### src/midt_pkg.sv
package midt_pkg;

  // APB register byte offsets
  localparam logic [7:0] MIDT_REG_CTRL  = 8'h00;
  localparam logic [7:0] MIDT_REG_STAT  = 8'h04;
  localparam logic [7:0] MIDT_REG_INSN  = 8'h08;
  localparam logic [7:0] MIDT_REG_FIELD = 8'h0c;
  localparam logic [7:0] MIDT_REG_PC    = 8'h10;

  // Control register fields
  localparam int MIDT_CTRL_GIE  = 0;
  localparam int MIDT_CTRL_OSC  = 1;
  localparam int MIDT_CTRL_CP   = 3;
  localparam logic [1:0] MIDT_OSC_RST = 2'h1;
  localparam logic [1:0] MIDT_CP_RST  = 2'h3;
  localparam logic [1:0] MIDT_CP_OFF  = 2'h3;

  // Oscillator modes
  localparam logic [1:0] MIDT_OSC_LP = 2'h0;
  localparam logic [1:0] MIDT_OSC_XT = 2'h1;
  localparam logic [1:0] MIDT_OSC_HS = 2'h2;
  localparam logic [1:0] MIDT_OSC_RC = 2'h3;

  // Instruction word layout
  localparam int MIDT_WORD_W = 14;
  localparam int MIDT_PC_W   = 13;
  localparam int MIDT_PADR_W = 14;
  localparam logic [6:0]  MIDT_F_MAX    = 7'h7f;
  localparam logic [6:0]  MIDT_PCL_ADDR = 7'h02;
  localparam logic [6:0]  MIDT_PORT_LO  = 7'h05;
  localparam logic [6:0]  MIDT_PORT_HI  = 7'h07;
  localparam logic [13:0] MIDT_NOP_WORD = 14'h0000;
  localparam logic [12:0] MIDT_IRQ_VEC  = 13'h0004;
  localparam logic [12:0] MIDT_PC_RST   = 13'h0000;
  localparam logic [13:0] MIDT_ID_BASE  = 14'h2000;
  localparam logic [13:0] MIDT_CFG_ADDR = 14'h2000;

  // Instruction cycle timing: pclk is the oscillator
  localparam int MIDT_QUARTERS = 4;
  localparam logic [1:0] MIDT_Q_LAST = 2'(MIDT_QUARTERS - 1);
  localparam int MIDT_OST_TOSC = 1024;
  localparam int MIDT_OST_CYC  = MIDT_OST_TOSC * 1;
  localparam logic [10:0] MIDT_OST_LOAD = 11'(MIDT_OST_CYC - 1);

  // Serial programming frame
  localparam logic [5:0] MIDT_CMD_CFG  = 6'h00;
  localparam logic [5:0] MIDT_CMD_LOAD = 6'h02;
  localparam logic [5:0] MIDT_CMD_READ = 6'h04;
  localparam logic [5:0] MIDT_CMD_INC  = 6'h06;
  localparam logic [5:0] MIDT_CMD_PROG = 6'h08;
  localparam logic [4:0] MIDT_CMD_LAST = 5'h05;
  localparam logic [4:0] MIDT_DAT_LAST = 5'h0f;
  localparam logic [4:0] MIDT_OUT_END  = 5'h10;

  typedef enum logic [1:0] {
    MIDT_CLS_BYTE = 2'h0,
    MIDT_CLS_BIT  = 2'h1,
    MIDT_CLS_CTRL = 2'h2,
    MIDT_CLS_LIT  = 2'h3
  } midt_cls_t;

  typedef enum logic [1:0] {
    MIDT_CORE_RUN   = 2'b00,
    MIDT_CORE_SLEEP = 2'b01,
    MIDT_CORE_OST   = 2'b11
  } midt_core_t;

  typedef enum logic [1:0] {
    MIDT_SER_CMD = 2'b00,
    MIDT_SER_IN  = 2'b01,
    MIDT_SER_OUT = 2'b11
  } midt_ser_t;

endpackage : midt_pkg

### src/midt_field_decode.sv
`timescale 1ns/1ps
module midt_field_decode
  import midt_pkg::*;
(
  // Fetched word
  input  wire logic [13:0] word,
  // Decoded fields
  output midt_cls_t        cls,
  output logic      [5:0]  opcode,
  output logic      [6:0]  f_addr,
  output logic             dest_file,
  output logic      [7:0]  bit_mask,
  output logic      [10:0] literal,
  output logic             is_jump,
  output logic             is_ret,
  output logic             is_sleep,
  output logic             pcl_write,
  output logic             from_pins
);
  always_comb begin
    cls       = midt_cls_t'(word[13:12]);
    opcode    = word[13:8];
    f_addr    = word[6:0];
    dest_file = word[7];
    bit_mask  = 8'h01 << word[9:7];
    literal   = (word[13:12] == 2'h2) ? word[10:0] : {3'h0, word[7:0]};
    is_jump   = (word[13:12] == 2'h2);
    is_ret    = 1'b0;
    is_sleep  = 1'b0;
    // Don't-care positions are folded to zero so both values act alike
    casez (word)
      14'b00_0000_0??0_0000: begin
        opcode = 6'h00;
        f_addr = 7'h00;
      end
      14'b00_0000_0000_100?: is_ret = 1'b1;
      14'b00_0000_0110_0011: is_sleep = 1'b1;
      14'b11_00??_????_????: opcode = 6'h30;
      14'b11_01??_????_????: begin
        opcode = 6'h34;
        is_ret = 1'b1;
      end
      14'b11_110?_????_????: opcode = 6'h3c;
      14'b11_111?_????_????: opcode = 6'h3e;
      default: ;
    endcase
    pcl_write = (word[13:12] == 2'h0) && word[7] && (word[6:0] == MIDT_PCL_ADDR);
    from_pins = !word[13] && (word[6:0] >= MIDT_PORT_LO) && (word[6:0] <= MIDT_PORT_HI)
                && !(word[13:12] == 2'h0 && word[11:8] == 4'h0 && !word[7]);
  end
endmodule : midt_field_decode

### src/midt_core.sv
`timescale 1ns/1ps
module midt_core
  import midt_pkg::*;
(
  // Clock, reset, enable
  input  wire logic        pclk,
  input  wire logic        presetn,
  input  wire logic        ce,
  // APB slave
  input  wire logic        psel,
  input  wire logic        penable,
  input  wire logic        pwrite,
  input  wire logic [7:0]  paddr,
  input  wire logic [31:0] pwdata,
  output logic      [31:0] prdata,
  output logic             pready,
  output logic             pslverr,
  // Program memory
  output logic      [13:0] pm_addr,
  input  wire logic [13:0] pm_rdata,
  output logic      [13:0] pm_wdata,
  output logic             pm_we,
  // Execution unit
  input  wire logic        exec_skip,
  input  wire logic [12:0] exec_pc_target,
  input  wire logic [1:0]  pc_page,
  input  wire logic        wake_req,
  output logic             insn_strobe,
  output logic      [1:0]  ex_class,
  output logic      [5:0]  ex_opcode,
  output logic      [6:0]  ex_f,
  output logic             ex_dest_file,
  output logic      [7:0]  ex_bit_mask,
  output logic      [10:0] ex_literal,
  output logic             ex_from_pins,
  output logic             irq_vector,
  output logic             asleep,
  // Program/verify pins
  input  wire logic        pv_mode_pin,
  input  wire logic        prog_clk_pin,
  input  wire logic        prog_data_in,
  output logic             prog_data_out,
  output logic             prog_data_oe_n
);
  typedef struct packed {
    logic [31:0] prdata;
    logic        pready;
    logic        pslverr;
    logic        global_irq_enable;
    logic [1:0]  osc;
    logic [1:0]  cp;
    logic [1:0]  pv_s;
    logic [2:0]  ck_s;
    logic [1:0]  dt_s;
    midt_ser_t   ser;
    logic [4:0]  bits;
    logic [15:0] sh;
    logic [13:0] paddr_pv;
    logic [13:0] pm_addr;
    logic [13:0] pm_wdata;
    logic        pm_we;
    logic        dout;
    logic        doe_n;
    midt_core_t  core;
    logic [1:0]  phase;
    logic [10:0] ost;
    logic        vec_pend;
    logic [12:0] pc;
    logic [13:0] ir;
    logic        strobe;
    logic        irq_vec;
    midt_cls_t   cls;
    logic [5:0]  opcode;
    logic [6:0]  f;
    logic        dfile;
    logic [7:0]  mask;
    logic [10:0] lit;
    logic        pins;
    logic        jmp;
    logic        ret;
    logic        slp;
    logic        pclw;
    logic        asleep;
  } midt_state_t;

  midt_state_t q;
  midt_state_t d;

  midt_cls_t   dc_cls;
  logic [5:0]  dc_op;
  logic [6:0]  dc_f;
  logic        dc_d;
  logic [7:0]  dc_mask;
  logic [10:0] dc_lit;
  logic        dc_jmp;
  logic        dc_ret;
  logic        dc_slp;
  logic        dc_pclw;
  logic        dc_pins;
  logic        flush_now;
  logic        protect_now;
  logic        ck_rise;
  logic [5:0]  cmd_now;

  midt_field_decode u_dec (
    .word      (pm_rdata),
    .cls       (dc_cls),
    .opcode    (dc_op),
    .f_addr    (dc_f),
    .dest_file (dc_d),
    .bit_mask  (dc_mask),
    .literal   (dc_lit),
    .is_jump   (dc_jmp),
    .is_ret    (dc_ret),
    .is_sleep  (dc_slp),
    .pcl_write (dc_pclw),
    .from_pins (dc_pins)
  );

  // The instruction in flight alters flow, its skip test came true, or a wake vector is pending
  assign flush_now   = q.jmp || q.ret || q.pclw || exec_skip || q.vec_pend;
  assign protect_now = (q.cp != MIDT_CP_OFF) && (q.paddr_pv < MIDT_ID_BASE);
  assign ck_rise     = q.ck_s[1] && !q.ck_s[2];
  assign cmd_now     = {q.dt_s[1], q.sh[15:11]};

  always_comb begin
    d         = q;
    d.pready  = 1'b0;
    d.pslverr = 1'b0;
    d.pm_we   = 1'b0;
    d.strobe  = 1'b0;
    d.irq_vec = 1'b0;
    // Pins arrive from the programmer's domain
    d.pv_s = {q.pv_s[0], pv_mode_pin};
    d.ck_s = {q.ck_s[1:0], prog_clk_pin};
    d.dt_s = {q.dt_s[0], prog_data_in};

    // Read data is captured in setup so it stands for the whole access phase
    if (psel && !penable) begin
      d.pready = 1'b1;
      d.prdata = 32'h0;
      if (paddr == MIDT_REG_CTRL) begin
        d.prdata[4:0] = {q.cp, q.osc, q.global_irq_enable};
      end else if (paddr == MIDT_REG_STAT) begin
        d.prdata[7:0] = {q.ser, q.phase, q.core, q.pv_s[1], q.vec_pend};
      end else if (paddr == MIDT_REG_INSN) begin
        d.prdata[13:0] = q.ir;
      end else if (paddr == MIDT_REG_FIELD) begin
        d.prdata[29:0] = {q.pins, q.lit, q.mask, q.dfile, q.f, q.cls};
      end else if (paddr == MIDT_REG_PC) begin
        d.prdata[12:0] = q.pc;
      end else begin
        d.pslverr = 1'b1;
      end
    end
    if (psel && penable && q.pready && pwrite && paddr == MIDT_REG_CTRL) begin
      d.global_irq_enable = pwdata[MIDT_CTRL_GIE];
      d.osc = pwdata[MIDT_CTRL_OSC +: 2];
      d.cp  = pwdata[MIDT_CTRL_CP +: 2];
    end

    if (q.pv_s[1]) begin
      // Core is held while the programmer owns the memory
      d.core  = MIDT_CORE_RUN;
      d.phase = 2'h0;
      d.pc    = MIDT_PC_RST;
      if (ck_rise) begin
        d.bits = q.bits + 5'h01;
        d.sh   = {q.dt_s[1], q.sh[15:1]};
        case (q.ser)
          MIDT_SER_CMD: begin
            if (q.bits == MIDT_CMD_LAST) begin
              d.bits = 5'h00;
              if (cmd_now == MIDT_CMD_CFG) begin
                d.paddr_pv = MIDT_CFG_ADDR;
              end else if (cmd_now == MIDT_CMD_LOAD) begin
                d.ser = MIDT_SER_IN;
              end else if (cmd_now == MIDT_CMD_READ) begin
                d.ser = MIDT_SER_OUT;
                // Protected array reads back as zero; ID words stay visible
                d.sh  = {1'b0, protect_now ? 14'h0 : pm_rdata, 1'b0};
              end else if (cmd_now == MIDT_CMD_INC) begin
                d.paddr_pv = q.paddr_pv + 14'h0001;
              end else if (cmd_now == MIDT_CMD_PROG) begin
                d.pm_we = 1'b1;
              end
            end
          end
          MIDT_SER_IN: begin
            if (q.bits == MIDT_DAT_LAST) begin
              d.pm_wdata = d.sh[14:1];
              d.ser      = MIDT_SER_CMD;
              d.bits     = 5'h00;
            end
          end
          default: begin
            d.sh = {1'b0, q.sh[15:1]};
            if (q.bits == MIDT_OUT_END) begin
              d.doe_n = 1'b1;
              d.ser   = MIDT_SER_CMD;
              d.bits  = 5'h00;
            end else begin
              d.dout  = q.sh[0];
              d.doe_n = 1'b0;
            end
          end
        endcase
      end
    end else begin
      d.ser   = MIDT_SER_CMD;
      d.bits  = 5'h00;
      d.doe_n = 1'b1;
      case (q.core)
        MIDT_CORE_RUN: begin
          d.phase = q.phase + 2'h1;
          if (q.phase == MIDT_Q_LAST) begin
            d.strobe = 1'b1;
            if (q.vec_pend) begin
              d.pc       = MIDT_IRQ_VEC;
              d.vec_pend = 1'b0;
              d.irq_vec  = 1'b1;
            end else if (q.jmp) begin
              d.pc = {pc_page, q.lit};
            end else if (q.ret || q.pclw) begin
              d.pc = exec_pc_target;
            end else begin
              d.pc = q.pc + 13'h0001;
            end
            if (flush_now) begin
              // Prefetched word is dropped and a NOP runs in its place
              d.ir   = MIDT_NOP_WORD;
              d.cls  = MIDT_CLS_BYTE;
              d.opcode = 6'h00;
              d.f    = 7'h00;
              d.dfile = 1'b0;
              d.mask = 8'h01;
              d.lit  = 11'h000;
              d.pins = 1'b0;
              d.jmp  = 1'b0;
              d.ret  = 1'b0;
              d.slp  = 1'b0;
              d.pclw = 1'b0;
            end else begin
              d.ir   = pm_rdata;
              d.cls  = dc_cls;
              d.opcode = dc_op;
              d.f    = dc_f;
              d.dfile = dc_d;
              d.mask = dc_mask;
              d.lit  = dc_lit;
              d.pins = dc_pins;
              d.jmp  = dc_jmp;
              d.ret  = dc_ret;
              d.slp  = dc_slp;
              d.pclw = dc_pclw;
            end
            // The word after the sleep is already fetched and waits in ir
            if (q.slp) begin
              d.core = MIDT_CORE_SLEEP;
            end
          end
        end
        MIDT_CORE_SLEEP: begin
          if (wake_req) begin
            d.vec_pend = q.global_irq_enable;
            if (q.osc == MIDT_OSC_RC) begin
              d.core = MIDT_CORE_RUN;
            end else begin
              d.core = MIDT_CORE_OST;
              d.ost  = MIDT_OST_LOAD;
            end
          end
        end
        default: begin
          d.ost = q.ost - 11'h001;
          if (q.ost == 11'h000) begin
            d.core = MIDT_CORE_RUN;
          end
        end
      endcase
    end
    // Upper address bit only reachable from the programmer path
    // Only the settled synchroniser stage steers the address
    d.pm_addr = q.pv_s[1] ? d.paddr_pv : {1'b0, d.pc};
    d.asleep  = (d.core != MIDT_CORE_RUN);
  end

  always_ff @(posedge pclk or negedge presetn) begin
    if (!presetn) begin
      q          <= '0;
      q.osc      <= MIDT_OSC_RST;
      q.cp       <= MIDT_CP_RST;
      q.doe_n    <= 1'b1;
      q.mask     <= 8'h01;
    end else if (ce) begin
      q <= d;
    end
  end

  assign prdata         = q.prdata;
  assign pready         = q.pready;
  assign pslverr        = q.pslverr;
  assign pm_addr        = q.pm_addr;
  assign pm_wdata       = q.pm_wdata;
  assign pm_we          = q.pm_we;
  assign insn_strobe    = q.strobe;
  assign ex_class       = q.cls;
  assign ex_opcode      = q.opcode;
  assign ex_f           = q.f;
  assign ex_dest_file   = q.dfile;
  assign ex_bit_mask    = q.mask;
  assign ex_literal     = q.lit;
  assign ex_from_pins   = q.pins;
  assign irq_vector     = q.irq_vec;
  assign asleep         = q.asleep;
  assign prog_data_out  = q.dout;
  assign prog_data_oe_n = q.doe_n;

  logic run_q4;
  assign run_q4 = ce && !q.pv_s[1] && q.core == MIDT_CORE_RUN && q.phase == MIDT_Q_LAST;
endmodule : midt_core

### config.mk
export PLATFORM = sky130hd
export DESIGN_NAME = midt_core
export DESIGN_NICKNAME = d
export VERILOG_FILES = /design/src/midt_pkg.sv /design/src/midt_field_decode.sv /design/src/midt_core.sv
export SDC_FILE = /design/constraint.sdc
export NUM_CORES = 1
export LEC_CHECK = 0
export ABC_AREA = 1
export BUFFER_PORTS_ARGS = -buffer_cell sky130_fd_sc_hd__buf_2
export CORE_UTILIZATION = 60
export DETAILED_ROUTE_END_ITERATION = 7
export PLACE_DENSITY = 0.84
export REMOVE_ABC_BUFFERS = 1
export SYNTH_ARGS = -nofsm -noshare
export SYNTH_HDL_FRONTEND = slang
export SYNTH_HIERARCHICAL = 1
export SYNTH_SLANG_ARGS = --single-unit
### constraint.sdc
create_clock -name pclk -period 3.5 [get_ports pclk]
set_input_delay 0.175 -clock pclk [delete_from_list [all_inputs] [get_ports pclk]]
set_output_delay 0.175 -clock pclk [all_outputs]
set_load 0.05 [all_outputs]
==> results by group, run 1 <==
Clock network
  • H-Tree Level Count: 4
  • Worst skew pair latency: between 0.4 and 0.5 ns
  • Clock Sinks: 198
  • PostCTS Resize Cnt: 0
  • Clk slew on worst S/H paths: around 0.07 ns
  • Root Driver: clkbuf_16
  • Deepest clock path buffer count: 2
  • CTS tree: built
  • CTS Buf Count: 17

Floorplanning
  • Core area: 17500 sq um
  • Die width: about 140 um
  • Die Area: about 19000 sq um
  • IO Pins: 184
  • Initial core utilization: 62.0%
  • DIE HEIGHT: 136 um
  • Num rows: 48

Cells and area
  • Fillers: between 1k and 1.5k
  • Commonest non-fill, non-tap cells in the layout: 278 x nand2_1, 193 x dfrtp_1, 153 x buf_2
  • Commonest non-fill, non-tap cell in the layout: nand2_1
  • Antenna cells: 0
  • Layout net count: 1479
  • Synthesis-to-layout area growth: 7.41%
  • Share of cells above drive strength 1: between 10% and 20%
  • Cell Count, Final, Fillers Out: ~1.6k

Setup path
  • Worst setup path end: ex_f[4]$_DFFE_PN0P_
  • Required time worst endpoint: around 3.9 ns
  • Worst reg2reg setup slack: ~1.1 ns
  • Worst R2R End: ex_f[4]$_DFFE_PN0P_
  • Critical-path maximum fanout: 47
  • Critical path capture point type: flip-flop
  • Worst reg2reg path depth: 8
  • Crit path launch type: flip-flop
  • Critical path class: reg -> reg
  • Worst EP arrival: 2.73 ns
  • Worst Setup SP: q[1]$_DFFE_PN0P_
  • Worst flop-to-flop path startpoint: q[1]$_DFFE_PN0P_

Detailed routing
  • Wire length on met3: approximately 2.5 mm
  • DR vias/cell: 5.90
  • Routed wire per std cell: ~18 um
  • Iter 0 DRT Violations: around 920
  • Top Layer Used: met4
  • Met2 wire length: 13.6 mm
  • Routed wire length: 29.1 mm
  • Metal-1 WL: around 12 mm
  • DR pass1 iterations: 5
  • DRC violations left: 0
  • Post-route ant nets: 0
  • Vias after detailed routing: 9605

Logic synthesis
  • Top cells by area, synth: dfrtp_1 45%, nand2_1 9.6%, buf_4 7.5%, o21ai_0 6.5%, inv_1 5.0%
  • Synth Instances: 1349
  • Post-Synth Adder-Cell Area: approximately 1.0%
  • Leading area contributor after synthesis: dfrtp_1
  • Sequential cell area fraction in the yosys report: ~46%
  • Synthesized area per cell: around 8 sq um
  • Complex-gate fraction of the synthesized area: between 15 and 20%
  • Synth Register Bits: 198
  • Main combinational cell family by area after synthesis: simple AND/OR/NAND/NOR gates
  • Post-synth EDFFs: 0
  • Multiplexer share of the synthesized area: 0.416%
  • XOR/XNOR Fraction of Synth Area: less than 1%
  • Yosys warnings: 6
  • Most frequently used flop master after synthesis: dfrtp_1
  • Synth cell types: 49
  • Synthesized cell area: ~11000 sq um
  • Simple-gate portion of the synthesized area: a little over a fifth
  • Synth top area share: 44.6%
  • Synth async-reset ratio: 100%

STA
  • Final Hold Vio Count: 0
  • Unrepaired setup endpoints after global routing: no
  • Min cycle time layout: between 2 and 2.5 ns
  • Worst slew margin relative to its limit: 41.4%
  • TNS Setup: 0 ns
  • Worst slew pin tran: 0.879 ns
  • Fmax: roughly 420 MHz
  • Max Transition Viols Final: 0
  • Fin Clk Skew: around 0.01 ns
  • Final Setup Violations: 0
  • Post-route clock period utilization: around 67%

Placement
  • Gpl congestion: between 0.9 and 1
  • Placed wire-length estimate: ~21 mm
  • Input/output buffers: around 150
  • Placed cells: about 1.6k

GRT
  • Vias in the first global route: about 9k
  • Global-route wire length before repair: 45.8 mm
  • GRT Total Usage: 32.5%
  • Gr ovfl total: 0
  • Initial antenna violation count: 0
  • Largest net degree at the start of global routing: around 120

Run
  • Max-cap violations: 0

Worst hold path
  • Worst hold path type: in -> reg
  • HP Start: pm_rdata[10]

Power and ir drop
  • VDD IR max: ~0.00042 V
  • Leak Pwr: around 6 nW
  • PD cells: 626 nW/um^2

Status
  • Status: finished, final reports clean
[worst max-delay path, stage by stage (launching register included)]
cell and delay, ns:
dfrtp_1 0.39, nor2_1 0.11, buf_4 0.20, inv_1 0.25
nor4_2 0.30, nand2_4 0.15, inv_2 0.60, nand2_1 0.17
nand2_1 0.12
[metal layers]
metal  GRT usage [%]  vias up
met5               0        -
met4            16.1        0
met3            5.52       81
met2            52.6      518
met1            42.2     4593
li1                -     4413
[metrics by stage]
stage | cell area [sq um] | utilization (%) | worst slack [ns] | power (mW) | hold WS [ns]
after CTS | 11600 | 66.6 | 1.17 | 7.26 | 0.0378
final | 11600 | 66.6 | 1.14 | 7.28 | 0.0434
after floorplan | 9790 | - | 1.34 | 4.54 | -0.121
after global placement | 11000 | 62.7 | 1.23 | 5.19 | 0.355
after global routing | 11600 | 66.6 | 0.930 | 7.60 | 0.0375
after detailed placement | 11000 | 62.7 | 1.19 | 5.26 | 0.359
[final cells by class]
cell class,count,area [sq um],share of cell area [%]
well taps,225,282,2.42
repair buffers,177,975,8.38
clock buffers,19,443,3.81
flip-flops and latches,198,4960,42.6
inverters,160,602,5.17
multi-input cells,836,4220,36.3
clock inverters,13,148,1.27
[Yosys cell counts (all sizes together) (2+ instances only)]
library cell	instances
buf	124
nand3b	3
o21ai	149
a31oi	4
a21oi	60
o221ai	3
mux2	4
a211oi	4
dfrtp	193
o31ai	12
nand3	92
a22o	28
clkbuf	32
nor2	94
clkinv	4
o22ai	13
nand4	18
ha	9
o211ai	8
o2111ai	2
xor2	3
dfstp	5
nand2	285
nor3	31
inv	156
or2	4
[timing repair]
action / CTS / global route
hold endpoints to repair: 116 / 0
setup buffers: 0 / 0
hold buffers: 9 / 0
endpoints found under the setup margin: 0 / 0
[worst min-delay path by stage]
stage                                      endpoint  slack, ns  cells after the start
final                      ex_opcode[2]$_DFFE_PN0P_       0.04                      2
after global routing       ex_opcode[2]$_DFFE_PN0P_       0.04                      2
after CTS                 ex_literal[4]$_DFFE_PN0P_       0.04                      2
after detailed placement         pready$_DFFE_PN0P_       0.36                      1
after global placement       prdata[23]$_DFFE_PN0P_       0.36                      1
after floorplan                  asleep$_DFFE_PN0P_      -0.12                      0
[logic make-up (layout without fill, tap and decap cells)]
logic type	after synthesis	after routing
AND/OR/NAND/NOR	528	528
buffers and inverters	316	369
AO/OA/AOI/OAI	289	289
flip-flops	198	198
adder cells (fa/ha/maj)	9	9
XOR/XNOR	4	4
multiplexers	4	4
other	1	2
[power by group]
part / switching, mW / internal (mW)
Combinational: 1.58 / 0.553
Sequential: 0.406 / 2.75
Clock: 0.915 / 1.08
[flip-flops by register name, indices dropped and copies added (netlist names), 2 cells and up]
| signal | cells |
|---|---|
| cmd_now | 6 |
| d | 4 |
| ex_bit_mask | 8 |
| ex_class | 2 |
| ex_f | 7 |
| ex_literal | 11 |
| ex_opcode | 6 |
| pm_addr | 14 |
| pm_wdata | 14 |
| prdata | 30 |
| q | 86 |
Power figures use the tool's default switching activity.
==> run 2, diff against run 1 <==
--- a/config.mk
+++ b/config.mk
@@ -5,11 +5,11 @@
 export SDC_FILE = /design/constraint.sdc
 export NUM_CORES = 1
 export LEC_CHECK = 0
-export ABC_AREA = 1
+export ABC_AREA = 0
 export BUFFER_PORTS_ARGS = -buffer_cell sky130_fd_sc_hd__buf_2
-export CORE_UTILIZATION = 60
+export CORE_UTILIZATION = 52
 export DETAILED_ROUTE_END_ITERATION = 7
-export PLACE_DENSITY = 0.84
+export PLACE_DENSITY = 0.78
 export REMOVE_ABC_BUFFERS = 1
 export SYNTH_ARGS = -nofsm -noshare
 export SYNTH_HDL_FRONTEND = slang
==> constraint.sdc (replaced) <==
create_clock -name pclk -period 1.9 [get_ports pclk]
set_input_delay 0.095 -clock pclk [delete_from_list [all_inputs] [get_ports pclk]]
set_output_delay 0.095 -clock pclk [all_outputs]
set_load 0.05 [all_outputs]
==> results by group, run 2 <==
Detailed routing
  • Iter 0 DRT Violations: 997 (+8.1%)
  • DR vias/cell: 6.32 (+7.0%)
  • Routed wire length: 35.5 mm (+22%)
  • Vias after detailed routing: 9896 (+3.0%)
  • Post-route ant nets: 0 (unchanged)
  • Routed wire per std cell: 22.6 um (+27%)
  • DRC violations left: 0 (unchanged)
  • DR pass1 iterations: 6 (+1)

GRT
  • Initial antenna violation count: 0 (unchanged)
  • Vias in the first global route: 9660 (+7.6%)
  • Gr ovfl total: 0 (unchanged)
  • Global-route wire length before repair: 52.9 mm (+15%)
  • Largest net degree at the start of global routing: 64 (-44%)
  • GRT Total Usage: 32.4% (-0.15 points)

Power and ir drop
  • Tot Pwr: 14.0 mW (+92%)
  • Internal: 8.54 mW (+95%)
  • Comb pwr share: 32.9% (+3.7 points)
  • Sw power: 5.46 mW (+89%)
  • Leak Pwr: 6.52 nW (+11%)
  • PD cells: 1010 nW/um^2 (+61%)
  • VDD IR max: 0.000760 V (+80%)
  • Seq pwr share: 40.8% (-2.5 points)
  • Switching fraction of total power: 39.0% (-0.73 points)
  • Clock share of power: 26.2% (-1.2 points)

Setup path
  • Buffers & Inverters on Critical Path: 1 (-2)
  • Required time worst endpoint: 2.22 ns (-1.65 ns)
  • Cell family with most CP delay: simple AND/OR/NAND/NOR gates
  • Critical-path top delay cell: or4_4
  • Worst EP arrival: 2.64 ns (-0.09 ns)
  • Crit path launch type: flip-flop
  • Critical path class: reg -> reg
  • Critical path capture point type: flip-flop
  • Crit-path cells: or4b_4 > or4_4 > buf_6 > nor3_4 > xnor2_2 > o211ai_1
  • Max incr delay on CP: 0.60 ns (about the same)
  • Critical-path maximum fanout: 5 (-89%)

STA
  • Fin Clk Skew: 0.0116 ns (+0.00155 ns)
  • Fmax: 430 MHz (+1.5%)
  • Final Hold Vio Count: 0 (unchanged)
  • Unrepaired setup endpoints after global routing: yes
  • Worst slew pin tran: 0.620 ns (-0.259 ns)
  • TNS Setup: -10.41 ns (-10.41 ns)
  • Hold Worst Slack: 0.0365 ns (-0.00691 ns)
  • Min cycle time layout: 2.33 ns (-0.0346 ns)
  • Final Setup Violations: 84 (+84)
  • Worst setup margin: -0.425 ns (-1.57 ns)
  • Post-route clock period utilization: 122% (+55 points)
  • Max Transition Viols Final: 0 (unchanged)
  • Worst slew margin relative to its limit: 58.6% (+17 points)

Cells and area
  • Reg with most FFs: q
  • Commonest non-fill, non-tap cells in the layout: 193 x dfrtp_1, 153 x buf_2, 135 x buf_4
  • Commonest non-fill, non-tap cell in the layout: dfrtp_1
  • Fillers: 1408 (-2.4%)
  • Share of cells above drive strength 1: 40.6% (+22 points)
  • Layout net count: 1373 (-7.2%)
  • Antenna cells: 0 (unchanged)
  • Largest register FFs: 86 (unchanged)
  • Cell Count, Final, Fillers Out: 1567 (-3.7%)
  • Synthesis-to-layout area growth: 30.3%

Logic synthesis
  • Top cells by area, synth: dfrtp_1 45%, buf_4 7.4%, a22o_1 6.2%, nand2_1 3.3%, o21ai_0 3.1%
  • Synth cell types: 77 (+57%)
  • Synth Register Bits: 198 (unchanged)
  • Synthesized cell area: 10700 sq um (-1.3%)
  • Commonest cells in the netlist: 193 x dfrtp_1, 106 x buf_4, 93 x nand2_1, 76 x a22o_1, 66 x o21ai_0
  • Sequential cell area fraction in the yosys report: 46.4% (+0.62 points)
  • Synth top area share: 45.2% (+0.61 points)
  • Synth Instances: 1087 (-19%)
  • Synth async-reset ratio: 100% (unchanged)
  • Count leader, synth: dfrtp_1
  • Leading area contributor after synthesis: dfrtp_1
  • Most frequently used flop master after synthesis: dfrtp_1
  • Synthesized area per cell: 9.83 sq um (+22%)
  • Post-synth EDFFs: 0 (unchanged)
  • Yosys warnings: 6 (unchanged)

Clock network
  • Clock Sinks: 198 (unchanged)
  • Worst skew pair latency: 0.45 ns (about the same)
  • CTS tree: built
  • H-Tree Level Count: 4 (unchanged)
  • CTS Buf Count: 17 (unchanged)
  • Deepest clock path buffer count: 2 (unchanged)
  • Root Driver: clkbuf_16
  • Clk slew on worst S/H paths: 0.08 ns (about the same)

Floorplanning
  • Die width: 145 um (+6.6%)
  • IO Pins: 184 (unchanged)
  • Die Area: 21100 sq um (+14%)
  • Initial core utilization: 53.0% (-9.0 points)
  • Num rows: 52 (+8.3%)
  • DIE HEIGHT: 145 um (+6.6%)
  • Core area: 20200 sq um (+15%)

Run
  • Max-cap violations: 0 (unchanged)

Placement
  • Placed cells: 1484 (-6.5%)
  • Input/output buffers: 154 (unchanged)
  • Gpl congestion: 0.966 (+4.2%)
  • Placed wire-length estimate: 22.5 mm (+8.9%)

Worst hold path
  • Worst hold path type: in -> reg

Status
  • Status: finished with violations
  • Failing checks: setup timing
run 2: cell count changes in the layout (fill, tap and decap cells not counted), moves of 17 or more:
cell / previous run / this run
nand2_1: 278 / 86
buf_4: 14 / 135
inv_1: 144 / 31
o21ai_0: 141 / 49
nand3_1: 90 / 26
a22o_1: 28 / 76
nor2_1: 75 / 35
buf_6: 0 / 33
a21oi_1: 60 / 33
mux2i_1: 0 / 17
run 2: path summary, 6_finish.rpt:
kind	start	end	slack, ns	cells after the start
max	q[158]$_DFFE_PN0P_	pm_addr[11]$_DFFE_PN0P_	-0.43	6
min	pm_rdata[3]	q[46]$_DFFE_PN0P_	0.04	2
max reg2reg	q[158]$_DFFE_PN0P_	pm_addr[11]$_DFFE_PN0P_	-0.43	6
min reg2reg	prdata[13]$_DFFE_PN0P_	prdata[13]$_DFFE_PN0P_	0.48	2
max in group asynchronous	presetn	ex_bit_mask[0]$_DFFE_PN1P_	1.02	3
min in group asynchronous	presetn	ex_class[0]$_DFFE_PN0P_	0.19	2
run 2: area by class of cell:
cell class              instances  area, sq um  share of cell area (%)
clock inverters                15          160                    1.15
clock buffers                  17          425                    3.06
repair buffers                351         2690                    19.3
inverters                      37          141                    1.02
flip-flops and latches        198         4960                    35.6
well taps                     270          338                    2.43
multi-input cells             679         5210                    37.4
run 2: worst register-to-register path, stage by stage (launching register included):
cell and delay, ns:
dfrtp_1 0.42, or4b_4 0.56, or4_4 0.60, buf_6 0.17, nor3_4 0.20, xnor2_2 0.16
o211ai_1 0.10
run 2: cell families (layout without fill, tap and decap cells):
group | Yosys count | in the layout | synth area share, %
AOI/OAI and AO/OA | 303 | 303 | 19.6
xor gates and xnor gates | 19 | 19 | 1.56
adders and majority gates | 9 | 9 | 1.05
buffers and inverters | 212 | 420 | 11.4
DFF | 198 | 198 | 46.4
muxes | 45 | 45 | 4.54
other | 1 | 2 | 0.0351
and+or+nand+nor | 300 | 301 | 15.4
run 2: repair_timing:
action	4_1_cts	5_1_grt
setup buffers	25	14
resized for setup	112	88
setup endpoints to repair	121	140
hold buffers	11	0
hold endpoints to repair	68	0
pin swaps	48	51
cloned	7	2
run 2: power by group through the flow:
stage | clock (mW) | sequential, mW | combinational, mW
2_1_floorplan | 0 | 6.57 | 1.34
3_3_place_gp | 0 | 5.68 | 3.79
3_5_place_dp | 0 | 5.72 | 3.89
4_1_cts | 3.68 | 5.65 | 4.24
5_1_grt | 3.86 | 5.77 | 4.83
6_report | 3.67 | 5.72 | 4.61
run 2: per-stage QoR:
step / util, % / setup slack, ns / area [sq um]
5_1_grt: 69.0 / -0.452 / 13900
3_5_place_dp: 59.3 / -0.509 / 12000
3_3_place_gp: 59.3 / -0.478 / 12000
2_1_floorplan: - / -1.81 / 9610
6_report: 69.0 / -0.425 / 13900
4_1_cts: 66.7 / -0.342 / 13400
run 2: per-layer routing:
metal	global-route usage [%]	up-vias	wire [um]	part of all wire [%]
met4	14.1	0	1500	4.2
met2	52.5	602	17400	49
met3	6.02	126	2710	7.6
met5	0	-	0	0
met1	42.7	4906	13800	39
li1	-	4262	-	-
==> run 3, diff against run 2 <==
--- a/config.mk
+++ b/config.mk
@@ -7,9 +7,9 @@
 export LEC_CHECK = 0
 export ABC_AREA = 0
 export BUFFER_PORTS_ARGS = -buffer_cell sky130_fd_sc_hd__buf_2
-export CORE_UTILIZATION = 52
+export CORE_UTILIZATION = 57
 export DETAILED_ROUTE_END_ITERATION = 7
-export PLACE_DENSITY = 0.78
+export PLACE_DENSITY = 0.81
 export REMOVE_ABC_BUFFERS = 1
 export SYNTH_ARGS = -nofsm -noshare
 export SYNTH_HDL_FRONTEND = slang
==> constraint.sdc (replaced) <==
create_clock -name pclk -period 2.6 [get_ports pclk]
set_input_delay 0.13 -clock pclk [delete_from_list [all_inputs] [get_ports pclk]]
set_output_delay 0.13 -clock pclk [all_outputs]
set_load 0.05 [all_outputs]
==> results by group, run 3 (synthesized netlist as in run 2, its figures left out) <==
Clock network
  • Clock Sinks: 198 (unchanged)
  • Clk slew on worst S/H paths: 0.07 ns (about the same)
  • Deepest clock path buffer count: 2 (unchanged)
  • CTS Buf Count: 17 (unchanged)
  • H-Tree Level Count: 4 (unchanged)
  • PostCTS Resize Cnt: 0 (-100%)
  • Worst skew pair latency: 0.44 ns (about the same)
  • CTS tree: built
  • Root Driver: clkbuf_16

STA
  • Fin Clk Skew: 0.00949 ns (-0.00207 ns)
  • Fmax: 397 MHz (-7.8%)
  • Max Transition Viols Final: 0 (unchanged)
  • Worst slew margin relative to its limit: 54.9% (-3.7 points)
  • TNS Setup: 0 ns (+10.41 ns)
  • Worst slew pin tran: 0.670 ns (+0.0501 ns)
  • Worst setup margin: 0.0784 ns (+0.504 ns)
  • Final Setup Violations: 0 (-100%)
  • Min cycle time layout: 2.52 ns (+0.196 ns)
  • Final Hold Vio Count: 0 (unchanged)
  • Unrepaired setup endpoints after global routing: no
  • Post-route clock period utilization: 97.0% (-25 points)

Detailed routing
  • Top Layer Used: met4
  • Wire length on met3: 2.30 mm (-15%)
  • Routed wire per std cell: 20.5 um (-9.6%)
  • Post-route ant nets: 0 (unchanged)
  • DR vias/cell: 6.37 (+0.82%)
  • Metal-1 WL: 11.8 mm (-15%)
  • DRC violations left: 15 (+15)
  • Routed wire length: 28.4 mm (-20%)
  • DR pass1 iterations: 8 (+2)
  • Met2 wire length: 13.4 mm (-23%)
  • Iter 0 DRT Violations: 943 (-5.4%)
  • Vias after detailed routing: 8831 (-11%)

GRT
  • Global-route wire length before repair: 45.3 mm (-14%)
  • Vias in the first global route: 8328 (-14%)
  • Gr ovfl total: 0 (unchanged)
  • Initial antenna violation count: 0 (unchanged)
  • GRT Total Usage: 30.1% (-2.2 points)
  • Largest net degree at the start of global routing: 84 (+31%)

Floorplanning
  • Initial core utilization: 58.9% (+5.9 points)
  • Core area: 18100 sq um (-10%)
  • DIE HEIGHT: 139 um (-4.4%)
  • Die Area: 19300 sq um (-8.7%)
  • Die width: 139 um (-4.4%)
  • IO Pins: 184 (unchanged)
  • Num rows: 49 (-5.8%)

Status
  • Failing checks: DRC
  • Status: finished with violations

Setup path
  • Critical path capture point type: flip-flop
  • Required time worst endpoint: 2.92 ns (+0.70 ns)
  • Critical-path top delay cell: or4_1
  • Critical path class: reg -> reg
  • Critical-path maximum fanout: 9 (+4)
  • Max incr delay on CP: 0.69 ns (+0.09 ns)
  • Worst reg2reg setup slack: 0.08 ns (+0.50 ns)
  • Crit-path cells: or4_1 > or4_4 > nor4_4 > xor2_1 > a211o_1
  • Worst reg2reg path depth: 5 (-1)
  • Cell family with most CP delay: simple AND/OR/NAND/NOR gates
  • Buffers & Inverters on Critical Path: 0 (-1)
  • Crit path launch type: flip-flop
  • Worst R2R End: pm_addr[9]$_DFFE_PN0P_
  • Worst flop-to-flop path startpoint: cmd_now[5]$_DFFE_PN0P_
  • Worst EP arrival: 2.85 ns (+0.21 ns)

Cells and area
  • Share of cells above drive strength 1: 25.5% (-15 points)
  • Fillers: 1406 (-0.14%)
  • Final core utilization: 65.5% (-3.6 points)
  • Cell area after layout: 11900 sq um (-15%)
  • Commonest non-fill, non-tap cells in the layout: 193 x dfrtp_1, 153 x buf_2, 92 x nand2_1
  • Antenna cells: 0 (unchanged)
  • Reg with most FFs: q
  • Synthesis-to-layout area growth: 11.2%
  • Commonest non-fill, non-tap cell in the layout: dfrtp_1
  • Largest register FFs: 86 (unchanged)
  • Layout net count: 1234 (-10%)

Placement
  • DP Area: 11100 sq um (-7.1%)
  • Post-Place Setup Slack: 0.110 ns (+0.618 ns)
  • Placed wire-length estimate: 20.1 mm (-11%)
  • Gpl congestion: 0.935 (-3.2%)
  • Input/output buffers: 154 (unchanged)

Power and ir drop
  • Leak Pwr: 5.61 nW (-14%)
  • VDD IR max: 0.000517 V (-32%)
  • PD cells: 824 nW/um^2 (-18%)

Run
  • Max-cap violations: 0 (unchanged)

Worst hold path
  • HP Start: pc_page[0]
  • Hold Crit Depth: 5 (+3)
  • WHS Endpoint: q[68]$_DFFE_PN0P_
  • Worst hold path type: in -> reg
## run 3: changes by cell type in the layout (fill, tap and decap cells not counted), sizes merged
cell,before,now
clkinv,3,6
bufinv,1,6
inv,45,39
buf,338,203
and2,12,11
clkinvlp,3,0
dlygate4sd3,11,9
## run 3: repair_timing
| item | CTS | global route |
|---|---|---|
| endpoints found under the hold margin | 57 | 0 |
| setup buffers | 0 | 0 |
| hold buffers | 9 | 0 |
## run 3: final cells by class
type / instances / area (sq um) / share of cell area (%)
Clock inverter: 14 / 246 / 2.07
Multi-Input combinational cell: 678 / 4520 / 38.1
Sequential cell: 198 / 4960 / 41.8
Tap cell: 229 / 287 / 2.41
Clock buffer: 18 / 429 / 3.61
Inverter: 37 / 139 / 1.17
Timing Repair Buffer: 213 / 1290 / 10.9
## run 3: where the power goes
group          leakage [nW]  switching, mW  internal [mW]
Clock                 0.329           1.20           1.82
Combinational          2.66           1.75          0.855
Sequential             2.63          0.536           3.62
## run 3: worst register-to-register path, stage by stage (launching register included)
cell and delay (ns):
dfrtp_1 0.38, or4_1 0.70, or4_4 0.61, nor4_4 0.29
xor2_1 0.13, a211o_1 0.31
## run 3: metal layers
layer  global-route usage (%)  vias up
met4                     12.0        0
met2                     47.2      420
met3                     6.84       76
met5                        0        -
met1                     40.8     4357
li1                         -     3978
## run 3: worst max path at each step
stage / start / slack (ns) / cells past startpoint / end
2_1_floorplan: q[82]$_DFFE_PN0P_ / -1.11 / 5 / ex_bit_mask[1]$_DFFE_PN0P_
3_5_place_dp: cmd_now[5]$_DFFE_PN0P_ / 0.11 / 5 / pm_addr[9]$_DFFE_PN0P_
5_1_grt: cmd_now[5]$_DFFE_PN0P_ / 0.03 / 5 / pm_addr[9]$_DFFE_PN0P_
3_3_place_gp: cmd_now[5]$_DFFE_PN0P_ / 0.17 / 5 / pm_addr[9]$_DFFE_PN0P_
4_1_cts: cmd_now[5]$_DFFE_PN0P_ / 0.09 / 5 / pm_addr[9]$_DFFE_PN0P_
6_report: cmd_now[5]$_DFFE_PN0P_ / 0.08 / 5 / pm_addr[9]$_DFFE_PN0P_
## run 3: metrics by stage
stage / instances / hold slack [ns] / power (mW)
3_3_place_gp: 1346 / 0.109 / 6.68
2_1_floorplan: 913 / -0.166 / 5.78
3_5_place_dp: 1346 / 0.111 / 6.76
6_report: 1387 / 0.0537 / 9.79
5_1_grt: 1387 / 0.0659 / 10.2
4_1_cts: 1387 / 0.0508 / 9.77
